===== config.mk =====
export PLATFORM = sky130hd
export DESIGN_NAME = bridge_config_header_command
export DESIGN_NICKNAME = d
export VERILOG_FILES = /design/src/hdl/bridge_config_header_command.v
export VERILOG_INCLUDE_DIRS = /design/src /design/src/hdl
export SDC_FILE = /design/constraint.sdc
export NUM_CORES = 1
export LEC_CHECK = 0
export BUFFER_PORTS_ARGS = -buffer_cell sky130_fd_sc_hd__buf_2
export CAP_MARGIN = 20
export CORE_MARGIN = 3
export CORE_UTILIZATION = 32
export CTS_BUF_LIST = sky130_fd_sc_hd__clkbuf_8 sky130_fd_sc_hd__clkbuf_16
export CTS_CLUSTER_SIZE = 20
export DETAILED_ROUTE_END_ITERATION = 7
export PLACE_DENSITY = 0.9
export SETUP_SLACK_MARGIN = 0.15
export SLEW_MARGIN = 10
export SYNTH_ARGS = -nofsm -noshare
export SYNTH_HDL_FRONTEND = slang
export SYNTH_SLANG_ARGS = --single-unit

===== constraint.sdc =====
create_clock -name clk -period 2.2 [get_ports clk]
set_clock_uncertainty 0.15 [all_clocks]
set_input_delay 0.44 -clock clk [delete_from_list [all_inputs] [get_ports clk]]
set_output_delay 0.44 -clock clk [all_outputs]
set_load 0.05 [all_outputs]

===== src/hdl/bridge_cfg_map.vh =====
// register offsets, field positions and reset values of the configuration header
`ifndef BRIDGE_CFG_MAP_VH
`define BRIDGE_CFG_MAP_VH
`define CFG_OFF_IDENT      8'h00
`define CFG_OFF_COMMAND    8'h04
`define CMD_IO_EN          0
`define CMD_MEM_EN         1
`define CMD_MASTER_EN      2
`define CMD_SPECIAL_CYC    3
`define CMD_MWI_EN         4
`define CMD_PALETTE_SNOOP  5
`define CMD_PARITY_RESP    6
`define CMD_WAIT_CTRL      7
`define CMD_SYSERR_EN      8
`define CMD_FAST_B2B       9
`define CMD_INT_DISABLE    10
`define CMD_RESET          16'h0000
`define STATUS_RESET       16'h0000
`define CFG_RD_RESET       32'h0000_0000
`define CFG_LANE_BITS      8
`define PALETTE_ADDR_MSB   9
`define CMD_WRITABLE_FWD   16'h0147
`define CMD_WRITABLE_REV   16'h0567
`define PALETTE_MASK_ADDR  10'h3C6
`define PALETTE_DATA_WADDR 10'h3C8
`define PALETTE_DATA_ADDR  10'h3C9
`define VENDOR_CODE        16'h1A2B
`define DEVICE_CODE        16'h3C4D
`endif


===== src/hdl/bridge_config_header_command.v =====
// configuration header identification and command register with its gating logic
//
// How it works
// - this layout is presented while the bridge runs in transparent mode
// - access kinds: read-only, read-write and write-one-clear; here only RO and RW occur
// - dword 0 bits 15:0 return a fixed vendor code; writes ignored
// - dword 0 bits 31:16 return a fixed device code
// - command bit 0 enables primary I/O decoding; resets to 0
// - command bit 1 enables primary memory decoding; resets to 0
// - bit 2 clear blocks primary mastering and secondary memory/I/O response
// - bit 2 set allows primary mastering; split completions bypass it in reverse mode
// - bit 3 reads zero; special cycles are never claimed
// - bit 4 reads zero; invalidate writes only forwarded, never originated
// - reverse mode bit 5 claims primary I/O writes to palette addresses
// - palette decode compares address bits 9:0 only, aliases match
// - bit 6 lets poisoned data or parity errors set the parity status flag
// - bit 7 reads zero; wait cycle control absent
// - bit 8 enables error messages forward or system error pin reverse
// - bit 9 reads zero; fast back-to-back not supported
// - reverse mode bit 10 holds all four interrupt lines deasserted
`timescale 1ns/1ps
`include "bridge_cfg_map.vh"

module bridge_config_header_command #(
  parameter [15:0] VENDOR_IDENTIFIER_VALUE = `VENDOR_CODE, // arbitrary value
  parameter [15:0] DEVICE_IDENTIFIER_VALUE = `DEVICE_CODE  // arbitrary value
) (
  input  wire        clk,
  input  wire        srst,
  input  wire        reverseMode,
  input  wire        cfgRead,
  input  wire        cfgWrite,
  input  wire [7:0]  cfgAddr,
  input  wire [3:0]  cfgByteEn,
  input  wire [31:0] cfgWrData,
  output reg  [31:0] cfgRdData,
  output reg         cfgRdValid,
  input  wire        priIoReq,
  input  wire        priIoWrite,
  input  wire [31:0] priIoAddr,
  input  wire        priMemReq,
  input  wire        secMemIoReq,
  input  wire        fwdMasterReq,
  input  wire        splitCplReq,
  input  wire        parityErrEvent,
  input  wire        errorEvent,
  input  wire [3:0]  intRequest,
  output wire        priIoClaim,
  output wire        priMemClaim,
  output wire        paletteClaim,
  output wire        secMemIoClaim,
  output wire        priMasterGrant,
  output wire        parityFlagSet,
  output wire        errMsgSend,
  output wire        sysErrAssert,
  output wire [3:0]  intAssert,
  output wire [15:0] commandValue
);

  // ==========================================================
  // sizes
  localparam CMD_WIDTH = 16;
  localparam INT_COUNT = 4;

  // ==========================================================
  // decoding helpers

  // a bit is writable only when its access kind is read-write in this mode
  function bitWritable;
    input [3:0]  bitIdx;
    input        reverse;
    reg   [15:0] mask;
    begin
      if (reverse) begin
        mask = `CMD_WRITABLE_REV;
      end else begin
        mask = `CMD_WRITABLE_FWD;
      end
      bitWritable = mask[bitIdx];
    end
  endfunction

  // byte enable lane that covers a given command bit
  function laneOn;
    input [3:0] bitIdx;
    input [3:0] byteEn;
    begin
      laneOn = byteEn[bitIdx / `CFG_LANE_BITS];
    end
  endfunction

  // whole-address match against a dword offset
  function offsetHit;
    input [7:0] addr;
    input [7:0] offset;
    begin
      offsetHit = (addr == offset);
    end
  endfunction

  // upper bits ignored on purpose so ISA aliases also hit
  function paletteHit;
    input [31:0] addr;
    reg   [9:0]  low;
    begin
      low        = addr[`PALETTE_ADDR_MSB:0];
      paletteHit = (low == `PALETTE_MASK_ADDR) ||
                   (low == `PALETTE_DATA_WADDR) ||
                   (low == `PALETTE_DATA_ADDR);
    end
  endfunction

  // ==========================================================
  // request decode
  wire cmdWrite;
  wire identRead;
  wire cmdRead;

  assign cmdWrite  = cfgWrite && offsetHit(cfgAddr, `CFG_OFF_COMMAND);
  assign identRead = cfgRead && offsetHit(cfgAddr, `CFG_OFF_IDENT);
  assign cmdRead   = cfgRead && offsetHit(cfgAddr, `CFG_OFF_COMMAND);

  // ==========================================================
  // command register
  reg  [15:0] command_q;
  wire [15:0] command_d;

  // one slice per bit; fixed bits never load, so they stay at their reset zero
  genvar i;
  generate
    for (i = 0; i < CMD_WIDTH; i = i + 1) begin : g_cmdBit
      localparam [3:0] BIT_IDX = i;
      wire bitRw;
      wire bitLoad;

      assign bitRw   = bitWritable(BIT_IDX, reverseMode);
      assign bitLoad = cmdWrite && laneOn(BIT_IDX, cfgByteEn) && bitRw;
      // reverse-only bits drop back to zero on the first clock edge after the mode turns forward
      assign command_d[i] = bitLoad ? cfgWrData[i] : (command_q[i] && bitRw);
    end
  endgenerate

  always @(posedge clk) begin
    if (srst) begin
      command_q <= `CMD_RESET;
    end else begin
      command_q <= command_d;
    end
  end

  // ==========================================================
  // read path; identification is constant so writes to dword 0 fall away
  reg [31:0] readWord;

  always @* begin
    readWord = `CFG_RD_RESET;
    if (identRead) begin
      readWord = {DEVICE_IDENTIFIER_VALUE, VENDOR_IDENTIFIER_VALUE};
    end else if (cmdRead) begin
      readWord = {`STATUS_RESET, command_q}; // status half left out
    end
  end

  always @(posedge clk) begin
    if (srst) begin
      cfgRdData  <= `CFG_RD_RESET;
      cfgRdValid <= 1'b0;
    end else begin
      cfgRdValid <= cfgRead;
      if (cfgRead) begin
        cfgRdData <= readWord;
      end
    end
  end

  // ==========================================================
  // enables taken from the command register
  wire ioEnable;
  wire memEnable;
  wire masterEnable;
  wire snoopEnable;
  wire parityEnable;
  wire errorEnable;
  wire intBlocked;

  assign ioEnable     = command_q[`CMD_IO_EN];
  assign memEnable    = command_q[`CMD_MEM_EN];
  assign masterEnable = command_q[`CMD_MASTER_EN];
  assign snoopEnable  = reverseMode && command_q[`CMD_PALETTE_SNOOP];
  assign parityEnable = command_q[`CMD_PARITY_RESP];
  assign errorEnable  = command_q[`CMD_SYSERR_EN];
  assign intBlocked   = reverseMode && command_q[`CMD_INT_DISABLE];

  // ==========================================================
  // primary target decoding
  assign priIoClaim   = priIoReq && ioEnable;
  assign priMemClaim  = priMemReq && memEnable;
  assign paletteClaim = snoopEnable &&
                        priIoReq &&
                        priIoWrite &&
                        paletteHit(priIoAddr);

  // ==========================================================
  // mastering
  // in reverse mode split completions skip the master enable so replies are never stalled
  assign secMemIoClaim  = secMemIoReq && masterEnable;
  assign priMasterGrant = (fwdMasterReq && masterEnable) ||
                          (splitCplReq && reverseMode);

  // ==========================================================
  // error reporting
  assign parityFlagSet = parityErrEvent && parityEnable;
  assign errMsgSend    = errorEvent && errorEnable && !reverseMode;
  assign sysErrAssert  = errorEvent && errorEnable && reverseMode;

  // ==========================================================
  // legacy interrupts, one gate per line
  genvar k;
  generate
    for (k = 0; k < INT_COUNT; k = k + 1) begin : g_intLine
      assign intAssert[k] = intRequest[k] && !intBlocked;
    end
  endgenerate

  // ==========================================================
  // register view
  assign commandValue = command_q;

endmodule // bridge_config_header_command


[Word-level counts from Yosys, hierarchy flattened]
Cells that the tools add are included.
Widths: inputs -> output; s select.
Word-level totals
  input port bits: 93
  output and inout port bits: 61
  logic and storage cells: 87
  register bits after elaboration: 49
Operators by class
  reduce and logical (&&, ||, !) cells: 61
  muxes and demuxes: 19
  equal/unequal tests: 4
Operator list (number)
  $logic_and 1x1->1: 45
  $eq 10x10->1 const B: 3
  $mux 30: 1
  $mux 1: 16
  $mux 16: 1
  $mux 11: 1
  $logic_and 1x1->1 const B: 10
  $eq 8x3->1 const B: 1
  $logic_not 8->1: 1
  $logic_or 1x1->1: 3
  $logic_not 1->1: 2

[Longest topological paths before layout]
Gate-level depths: netlist of the first run.
  word-level depth: 5
  depth in mapped cells: 4
  gate-level depth less buffers: 3

[Worst setup path before layout of the first run]
Ideal clock, no wire load.
  path kind: reg-to-output
  start point: register command_q[5], in the netlist commandValue[5]
  end point: output port paletteClaim
  path slack: -736 ps
  arrival: 2346 ps
  data required time: 1610 ps
  path buffers: 0
  cell stages (with the launch flop): 3
  cell sequence: dfxtp_1 nand4b_1 nor4_1
Between the ends
  word-level cells in the longest chain between the ends: 4
Ends and longest elaborated chain
  start: declaration: RTL line bridge_config_header_command.v:125  | reg [15:0] command_q;
  start signal: assignment: RTL line bridge_config_header_command.v:145  | command_q <= `CMD_RESET;
  start signal: assignment: RTL line bridge_config_header_command.v:147  | command_q <= command_d;
  $logic_and 1x1->1: RTL line bridge_config_header_command.v:189  | assign snoopEnable = reverseMode && command_q[`CMD_PALETTE_SNOOP];
  $logic_and 1x1->1: RTL line bridge_config_header_command.v:198  | assign paletteClaim = snoopEnable &&
  $logic_and 1x1->1: RTL line bridge_config_header_command.v:199  | priIoReq &&
  $logic_and 1x1->1: RTL line bridge_config_header_command.v:200  | priIoWrite &&
  end: declaration: RTL line bridge_config_header_command.v:50  | output wire paletteClaim,
Every way passes these cells.

[Worst setup path in the final report of the first run]
  start point: input port priIoAddr[0]
  end point: output port paletteClaim
Between the ends
  word-level cells in the longest chain between the ends: 4
  elaborated cells between the ends (all ways): 6
  classes of those cells: eq/ne: 3; reduce/logical: 3
Ends and longest elaborated chain
  start: declaration: RTL line bridge_config_header_command.v:40  | input wire [31:0] priIoAddr,
  $eq 10x10->1 (no source line)
  $logic_or 1x1->1: RTL line bridge_config_header_command.v:107  | paletteHit = (low == `PALETTE_MASK_ADDR) ||
  $logic_or 1x1->1 (*): RTL line bridge_config_header_command.v:107
  $logic_and 1x1->1 (*): RTL line bridge_config_header_command.v:200
Mark *: on every way between the ends. The rest lies on a longest branch, timed or not.

==> results.cfg, run 1 <==
[worst_setup_path]
max_stage_delay_ns = 0.27
ff2ff_setup_slack_ns = 1.26
path_cells = buf_2, nor4bb_2, nor2_1, nor4_4, buf_4
r2r-end = cfgRdData[28]$_SDFFE_PP0P_
crit_start = priIoAddr[0]
cp.depth = 5
cp.arrival_ns = 1.33
rr_startpoint = cfgRdData[28]$_SDFFE_PP0P_
crit_end = paletteClaim
critPathSlowestCell = nor4bb_2
cp_max_fo = 1
reg2regPathDepth = 2
critPathBufInv = 2
startpoint_type = input port
path_delay_family = simple AND/OR/NAND/NOR gates
cp-end-kind = output pin
worstPathRequired_ns = 1.61
criticalPathCategory = input port to output pin

[global_routing]
met2_usage = 0.2203
grtUsageMet3 = 0.05169
grt_max_degree = 14
grt_pass1_wl_mm = 4.105
first_global_vias = 954
globalRouteOverflowTotal = 0
grt_busiest_layer = met2
grtUsageTotal = 0.1237
antenna_found_initial = 0
use_met1 = 0.1441

[clocking]
htree_levels = 1
post-cts-setup-buffer-count = 0
cts.sink_count = 16
cts-root-buf = clkbuf_8
clock_latency_ns = 0.24
cts_tree = built
clk_path_buf_depth = 2
hold_buffers = 0
clk_pin_slew_ns = 0.06
numCtsBuffers = 3

[logic_synthesis]
synthXorXnorAreaFrac = 0
synth_top_cell_area_share = 0.3005
synth-warning-count = 0
synthTopCellsByCount = 35 x buf_4, 16 x dfxtp_1, 11 x a21oi_1
synth_compound_area_frac = 0.1667
yosys.area.top_type = dfxtp_1
yosysUniqueCellTypes = 28
yosys-top-cells-area = dfxtp_1 30%, buf_4 25%, a21oi_1 5.2%, o31ai_1 4.9%, and2_1 4.7%
synth_top_family_by_area = buffers and inverters
synth_ff_type = dfxtp_1
synth_area_um2 = 1066
ys_ff_latch = 16
synth_adder_area_share = 0
async_reset_ff_frac = 0
synthesis.instances = 127
synth-edff-count = 0
yosys.area_share.simple = 0.2547
synth_area_per_cell_um2 = 8.394
synth_most_common_cell = buf_4
synth-seq-area-share = 0.3005
synth.area.mux_share = 0

[floorplanning]
initial_utilization = 0.3435
io_pins = 154
die-area_um2 = 4060
die_x_um = 63.72
fp.coreArea_um2 = 3103
fp.dieH_um = 63.72
row_count = 20

[drt]
routed_wl_mm = 2.878
drc = 0
antenna_left = 0
viasPerCell = 4.419
num_vias = 1065
drt-initial-drc-count = 39
wl_per_cell_um = 11.94
drt_pass1_iterations = 4

[timing]
holdWs_ns = 0.2983
period_minus_slack_ns = 1.920
slew_violations = 0
setup_viol = 0
fin_crit_sh = 0.8726
max_freq_mhz = 520.9
tns_ns = 0
rsz0062_at_grt = no
hold_viol_final = 0

[placed_design]
placed_cells = 237
gp_congestion = 0.8423
numPortBuffers = 82
dp_hpwl_mm = 2.379
placedInstanceArea_um2 = 1353

[power_and_ir_drop]
pwr-share-comb = 0.255
p_sw_frac = 0.3279
ir_drop_mv = 0.2939
p_per_area_nw_per_um2 = 517.5
leakage_nw = 0.7441
power.internal_mw = 0.4926
pwr-share-clk = 0.348
p_switching_mw = 0.2404
seq_power_share = 0.397

[final_layout]
diodes = 0
instances_no_fill = 241
final_area_um2 = 1416
drive_gt1_frac = 0.4619
syn_to_final_growth_pct = 32.86
layout.nets = 291

[outcome]
status = completed

[job]
max_cap_viol_count = 0

[worst_hold_path]
hold_class = input port to flop
## area by class of cell
class,instances,area (um^2)
clock buffer,4,55.05
tap,44,55.05
timing repair buffer,84,427.9
sequential,16,321.6
fill,337,1687
multi-input combinational,92,553.0
inverter,1,3.754
## power by group through the flow
| stage | Combinational, mW | Clock (mW) | Sequential, mW |
|---|---|---|---|
| after floorplan | 0.161 | 0 | 0.302 |
| after global placement | 0.183 | 0 | 0.298 |
| after detailed placement | 0.184 | 0 | 0.298 |
| after CTS | 0.185 | 0.261 | 0.291 |
| after global routing | 0.197 | 0.276 | 0.291 |
| final | 0.187 | 0.255 | 0.291 |
## cells by family (layout without fill, tap and decap cells)
kind of cell	Yosys count	count (layout)
DFF	16	16
other	1	22
buffers and inverters	40	89
and+or+nand+nor	44	44
AOI/OAI and AO/OA	26	26
## state kept, by name (all words and copies together) (netlist names)
name          flops
cfgRdData         8
cfgRdValid        1
commandValue      7
## tightest hold or removal path, stage by stage
cell     delay [ns]
buf_2          0.10
nand4_1        0.06
a21oi_1        0.06
## per-stage QoR
step | util | total power [mW] | setup WS, ns
global route | 0.4565 | 0.7644 | 0.1935
CTS | 0.4536 | 0.7368 | 0.2365
finish | 0.4565 | 0.7330 | 0.2803
global placement | 0.4359 | 0.4802 | 0.3058
floorplan | - | 0.4627 | 0.2005
detailed placement | 0.4359 | 0.4821 | 0.2365
## metal layers
metal	routed length (um)	vias to the layer above	share of wire
met5	0	-	0
met4	11	0	0.0038
met1	1175	473	0.41
met2	1481	43	0.51
li1	-	547	-
met3	209	2	0.073
## worst min-delay path by stage
| stage | slack (ns) | endpoint | cells past startpoint | startpoint |
|---|---|---|---|---|
| 2_1_floorplan | 0.37 | cfgRdValid$_SDFF_PP0_ | 1 | srst |
| 3_3_place_gp | 0.30 | cfgRdData[1]$_SDFFE_PP0P_ | 2 | cfgRdData[1]$_SDFFE_PP0P_ |
| 3_5_place_dp | 0.31 | cfgRdData[1]$_SDFFE_PP0P_ | 2 | cfgRdData[1]$_SDFFE_PP0P_ |
| 4_1_cts | 0.29 | commandValue[1]$_SDFFE_PP0P_ | 3 | cfgWrData[1] |
| 5_1_grt | 0.30 | commandValue[1]$_SDFFE_PP0P_ | 3 | cfgWrData[1] |
| 6_report | 0.30 | commandValue[1]$_SDFFE_PP0P_ | 3 | cfgWrData[1] |
## repair_timing
item	CTS	global route
endpoints found under the hold margin	0	0
gates resized for setup	0	3
endpoints found under the setup margin	0	1
## cells in the final DEF (no fill, tap or decap), drive strengths merged, types with 3 or more instances in the layout
cell      n
nand4     8
and3      4
nand2     3
o2111ai   3
a21oi    11
buf      84
a22o      5
conb     22
clkbuf    4
o31ai     7
nor2      3
and2      8
dfxtp    16
nand2b    4
(Power assumes the default switching activity.)
==> run 2: changes to the inputs <==
--- a/config.mk
+++ b/config.mk
@@ -14,6 +14,7 @@
 export CTS_CLUSTER_SIZE = 20
 export DETAILED_ROUTE_END_ITERATION = 7
 export PLACE_DENSITY = 0.9
+export REMOVE_ABC_BUFFERS = 1
 export SETUP_SLACK_MARGIN = 0.15
 export SLEW_MARGIN = 10
 export SYNTH_ARGS = -nofsm -noshare
==> results.cfg, run 2 (synthesized netlist as in run 1, its figures left out) <==
[drt]
viasPerCell = 4.589
routed_wl_mm = 2.949
antenna_left = 0
drc = 0
drt_pass1_iterations = 4
wl_per_cell_um = 12.24
num_vias = 1106
drt-initial-drc-count = 16

[worst_setup_path]
worstPathRequired_ns = 1.61
cp-end-kind = output pin
cp_max_fo = 4
ff2ff_setup_slack_ns = 1.28
reg2regPathDepth = 2
cp.arrival_ns = 1.33
startpoint_type = flop
criticalPathCategory = flop to output pin

[placed_design]
gp_congestion = 0.7888
dp_hpwl_mm = 2.413
placed_cells = 237
place_ws_ns = 0.2617
placedInstanceArea_um2 = 1336
numPortBuffers = 82

[timing]
setup_ws_ns = 0.2769
rsz0062_at_grt = no
hold_viol_final = 0
max_freq_mhz = 520.0
slew_violations = 0
setup_viol = 0
period_minus_slack_ns = 1.923
fin_crit_sh = 0.8741
tns_ns = 0

[clocking]
clk_path_buf_depth = 2
clk_pin_slew_ns = 0.06
cts_tree = built
hold_buffers = 0
numCtsBuffers = 3
cts.sink_count = 16
clock_latency_ns = 0.24
htree_levels = 1
cts-root-buf = clkbuf_8

[final_layout]
seq_area_um2 = 320.3
post-route-util = 0.4512
multi_input_area_um2 = 538.0
drive_gt1_frac = 0.4518
layout.nets = 291
final_area_um2 = 1400
largest_reg_flops = 8
syn_to_final_growth_pct = 31.34
diodes = 0
fill_cells = 340
layout_commonest_cell = buf_2
instances_no_fill = 241
regMostFlops = cfgRdData
final_cell_mix = 81 x buf_2, 22 x conb_1, 16 x dfxtp_1, 11 x a21oi_1

[global_routing]
antenna_found_initial = 0
globalRouteOverflowTotal = 0
first_global_vias = 984
grt_max_degree = 14
grt_pass1_wl_mm = 4.367
grtUsageTotal = 0.1320

[power_and_ir_drop]
seq_power_share = 0.396
pwr-share-comb = 0.254
p_sw_frac = 0.3306
p_switching_mw = 0.2430
leakage_nw = 0.7333
power.internal_mw = 0.4919
p_per_area_nw_per_um2 = 524.9
ir_drop_mv = 0.2220
pwr-share-clk = 0.350

[outcome]
status = completed

[job]
max_cap_viol_count = 0

[floorplanning]
die_x_um = 63.72
fp.coreArea_um2 = 3103
die-area_um2 = 4060
row_count = 20
io_pins = 154
fp.dieH_um = 63.72
initial_utilization = 0.3435

[worst_hold_path]
hold_depth = 3
hold_class = input port to flop
==> run 2: cell count changes in the layout (fill, tap and decap cells not counted) <==
cell,change
nor4bb_2,-1
dfxtp_2,-1
nor4_4,-1
dfxtp_1,+1
nor4_2,+1
nor4bb_1,+1
==> run 2: critical path, stage by stage, from the launching register on <==
cell and delay, ns:
dfxtp_1 0.40, nand4b_1 0.15, nor4_2 0.29, buf_4 0.25
==> run 2: worst paths after layout <==
kind                                   start                            to
setup / recovery  commandValue[5]$_SDFF_PP0_                  paletteClaim
hold / removal                  cfgWrData[2]  commandValue[2]$_SDFFE_PP0P_
setup reg to reg  cfgRdData[28]$_SDFFE_PP0P_    cfgRdData[28]$_SDFFE_PP0P_
hold reg to reg    cfgRdData[0]$_SDFFE_PP0P_     cfgRdData[0]$_SDFFE_PP0P_
==> run 2: repair_timing <==
item | 4_1_cts | 5_1_grt
hold endpoints to repair | 0 | 0
setup buffers | 0 | 0
setup endpoints to repair | 0 | 1
gates resized for setup | 0 | 3
==> run 2: layer usage <==
| layer | GRT usage | share of wire | up-vias |
|---|---|---|---|
| met5 | 0 | 0 | - |
| met4 | 0.03235 | 0.0034 | 0 |
| met3 | 0.03387 | 0.087 | 2 |
| met2 | 0.2490 | 0.52 | 57 |
| met1 | 0.1447 | 0.39 | 499 |
| li1 | - | - | 548 |
==> run 2: power by group through the flow <==
stage | clock, mW | sequential, mW | combinational, mW
global route | 0.271 | 0.291 | 0.197
detailed placement | 0 | 0.298 | 0.184
finish | 0.257 | 0.291 | 0.187
CTS | 0.261 | 0.291 | 0.185
floorplan | 0 | 0.303 | 0.120
global placement | 0 | 0.298 | 0.182
==> run 2: final cells by class <==
cell class | count | area share
clock buffer | 4 | 0.03932
inverter | 1 | 0.002681
multi-input combinational | 92 | 0.3843
sequential | 16 | 0.2288
tap | 44 | 0.03932
timing repair buffer | 84 | 0.3056
==> run 2: through the flow <==
step | total power, mW | hold WS (ns)
final | 0.7349 | 0.2983
after global routing | 0.7592 | 0.3090
after CTS | 0.7364 | 0.2982
after detailed placement | 0.4819 | 0.3050
after global placement | 0.4792 | 0.3041
after floorplan | 0.4224 | 0.3591
==> run 3: changes to the inputs <==
--- a/config.mk
+++ b/config.mk
@@ -6,14 +6,15 @@
 export SDC_FILE = /design/constraint.sdc
 export NUM_CORES = 1
 export LEC_CHECK = 0
+export ABC_AREA = 1
 export BUFFER_PORTS_ARGS = -buffer_cell sky130_fd_sc_hd__buf_2
 export CAP_MARGIN = 20
 export CORE_MARGIN = 3
-export CORE_UTILIZATION = 32
+export CORE_UTILIZATION = 34
 export CTS_BUF_LIST = sky130_fd_sc_hd__clkbuf_8 sky130_fd_sc_hd__clkbuf_16
 export CTS_CLUSTER_SIZE = 20
 export DETAILED_ROUTE_END_ITERATION = 7
-export PLACE_DENSITY = 0.9
+export PLACE_DENSITY = 0.91
 export REMOVE_ABC_BUFFERS = 1
 export SETUP_SLACK_MARGIN = 0.15
 export SLEW_MARGIN = 10
==> results.cfg, run 3 <==
[timing]
holdWs_ns = 0.3116
fin_crit_sh = 0.8147
slew_violations = 0
setup_viol = 0
max_freq_mhz = 558.0
rsz0062_at_grt = no
hold_viol_final = 0
period_minus_slack_ns = 1.792
tns_ns = 0

[power_and_ir_drop]
pwr-share-comb = 0.254
ir_drop_mv = 0.3365
power.internal_mw = 0.4917
p_switching_mw = 0.2458
seq_power_share = 0.395
p_sw_frac = 0.3333
p_per_area_nw_per_um2 = 489.5
leakage_nw = 0.9580
pwr-share-clk = 0.351

[worst_setup_path]
cp_max_fo = 3
criticalPathCategory = flop to output pin
worstPathRequired_ns = 1.61
rr_startpoint = cfgRdData[28]$_SDFFE_PP0P_
startpoint_type = flop
cp-end-kind = output pin
cp.arrival_ns = 1.20
crit_start = commandValue[5]$_SDFF_PP0_

[logic_synthesis]
synth-warning-count = 0
synth.area.mux_share = 0
yosysUniqueCellTypes = 23
synth_area_um2 = 1174
yosys.area.top_type = dfxtp_1
ys_ff_latch = 16
synth_compound_area_frac = 0.04158
yosys.area_share.simple = 0.3369
synth_area_per_cell_um2 = 6.243
synth-edff-count = 0
synthesis.instances = 188
synth_adder_area_share = 0
synthTopCellsByCount = 38 x nand2_1, 35 x inv_1, 33 x buf_4
synth_top_family_by_area = buffers and inverters
synthXorXnorAreaFrac = 0
synth_ff_type = dfxtp_1
synth_top_cell_area_share = 0.2729
synth-seq-area-share = 0.2729
async_reset_ff_frac = 0
synth_most_common_cell = nand2_1
yosys-top-cells-area = dfxtp_1 27%, buf_4 21%, nand2_1 12%, inv_1 11%, nor2_1 9.3%

[clocking]
htree_levels = 1
clk_pin_slew_ns = 0.06
hold_buffers = 0
clk_path_buf_depth = 2
numCtsBuffers = 3
clock_latency_ns = 0.25
post-cts-setup-buffer-count = 0
cts_tree = built
cts.sink_count = 16
cts-root-buf = clkbuf_8
cts.repair.resized = 0

[drt]
wl_per_cell_um = 9.007
drt-initial-drc-count = 36
num_vias = 1199
viasPerCell = 3.957
drc = 0
drt_pass1_iterations = 4
antenna_left = 0
routed_wl_mm = 2.729

[global_routing]
grt_max_degree = 14
grtUsageTotal = 0.1236
grt_pass1_wl_mm = 4.091
antenna_found_initial = 0
first_global_vias = 1009
globalRouteOverflowTotal = 0

[job]
max_cap_viol_count = 0

[floorplanning]
fp.coreArea_um2 = 3178
row_count = 20
die-area_um2 = 4193
initial_utilization = 0.3693
fp.dieH_um = 64.75
die_x_um = 64.75
io_pins = 154

[final_layout]
fill_cells = 329
layout_commonest_cell = buf_2
final_cell_mix = 82 x buf_2, 38 x nand2_1, 35 x inv_1, 29 x nor2_1, 22 x conb_1
drive_gt1_frac = 0.3552
regMostFlops = cfgRdData
layout.nets = 353
multi_input_area_um2 = 526.8
seq_area_um2 = 320.3
syn_to_final_growth_pct = 28.36
largest_reg_flops = 8
diodes = 0

[placed_design]
dp_hpwl_mm = 2.316
gp_congestion = 0.7741
numPortBuffers = 82

[worst_hold_path]
hold_class = flop to flop
hold_start = cfgRdData[8]$_SDFFE_PP0P_

[outcome]
status = completed
[run 3: changes by cell type in the layout (fill, tap and decap cells not counted), sizes merged, moves of 3 or more]
| cell | delta |
|---|---|
| and2 | -8 |
| a22o | -4 |
| nand3 | +6 |
| o2111ai | -3 |
| and3 | -3 |
| nand2 | +36 |
| o31ai | -6 |
| nand2b | -4 |
| inv | +35 |
| a21oi | -6 |
| nor2 | +29 |
[run 3: kinds of logic (layout without fill, tap and decap cells)]
group                  Yosys count  in the layout
other                            1             22
AO/OA/AOI/OAI                    8              8
flip-flops                      16             16
AND/OR/NAND/NOR                 90             90
buffers and inverters           73            123
[run 3: power groups by stage]
stage	Sequential (mW)	Combinational [mW]	Clock [mW]
CTS	0.291	0.187	0.266
detailed placement	0.298	0.187	0
floorplan	0.303	0.124	0
global placement	0.298	0.184	0
global route	0.291	0.201	0.280
finish	0.291	0.187	0.259
[run 3: through the flow]
stage                     power [mW]  instances    util  instance area [um^2]  worst slack, ns
after floorplan               0.4269        173       -                 985.9           -2.551
after global placement        0.4819        299  0.4567                  1451           0.4015
after detailed placement      0.4843        299  0.4567                  1451           0.3995
after CTS                     0.7437        303  0.4740                  1506           0.3907
after global routing          0.7713        303  0.4740                  1506           0.3228
final                         0.7374        303  0.4740                  1506           0.4078
[run 3: cell type report]
type | instances | share of cell area
flip-flops and latches | 16 | 0.2126
well taps | 44 | 0.03654
clock buffers | 4 | 0.03654
multi-input cells | 120 | 0.3497
repair buffers | 82 | 0.2724
inverters | 37 | 0.09219
[run 3: worst max-delay path, stage by stage (launching register included)]
cell and delay, ns:
dfxtp_1 0.35, nand2_1 0.08, nor2_1 0.11, nand3b_1 0.07, nor2_1 0.07, buf_2 0.26
[run 3: final timing paths]
path / to / slack (ns) / depth (start not counted)
worst max-delay path: paletteClaim / 0.41 / 5
worst min-delay path: cfgRdData[8]$_SDFFE_PP0P_ / 0.31 / 2
worst max register to register: cfgRdData[28]$_SDFFE_PP0P_ / 1.28 / 2
worst min register to register: cfgRdData[8]$_SDFFE_PP0P_ / 0.31 / 2
[run 3: layer usage]
layer	vias to the layer above	global-route usage	share of wire
li1	649	-	-
met4	0	0.03166	0.0037
met2	59	0.2235	0.49
met3	2	0.04506	0.10
met5	-	0	0
met1	489	0.1350	0.41
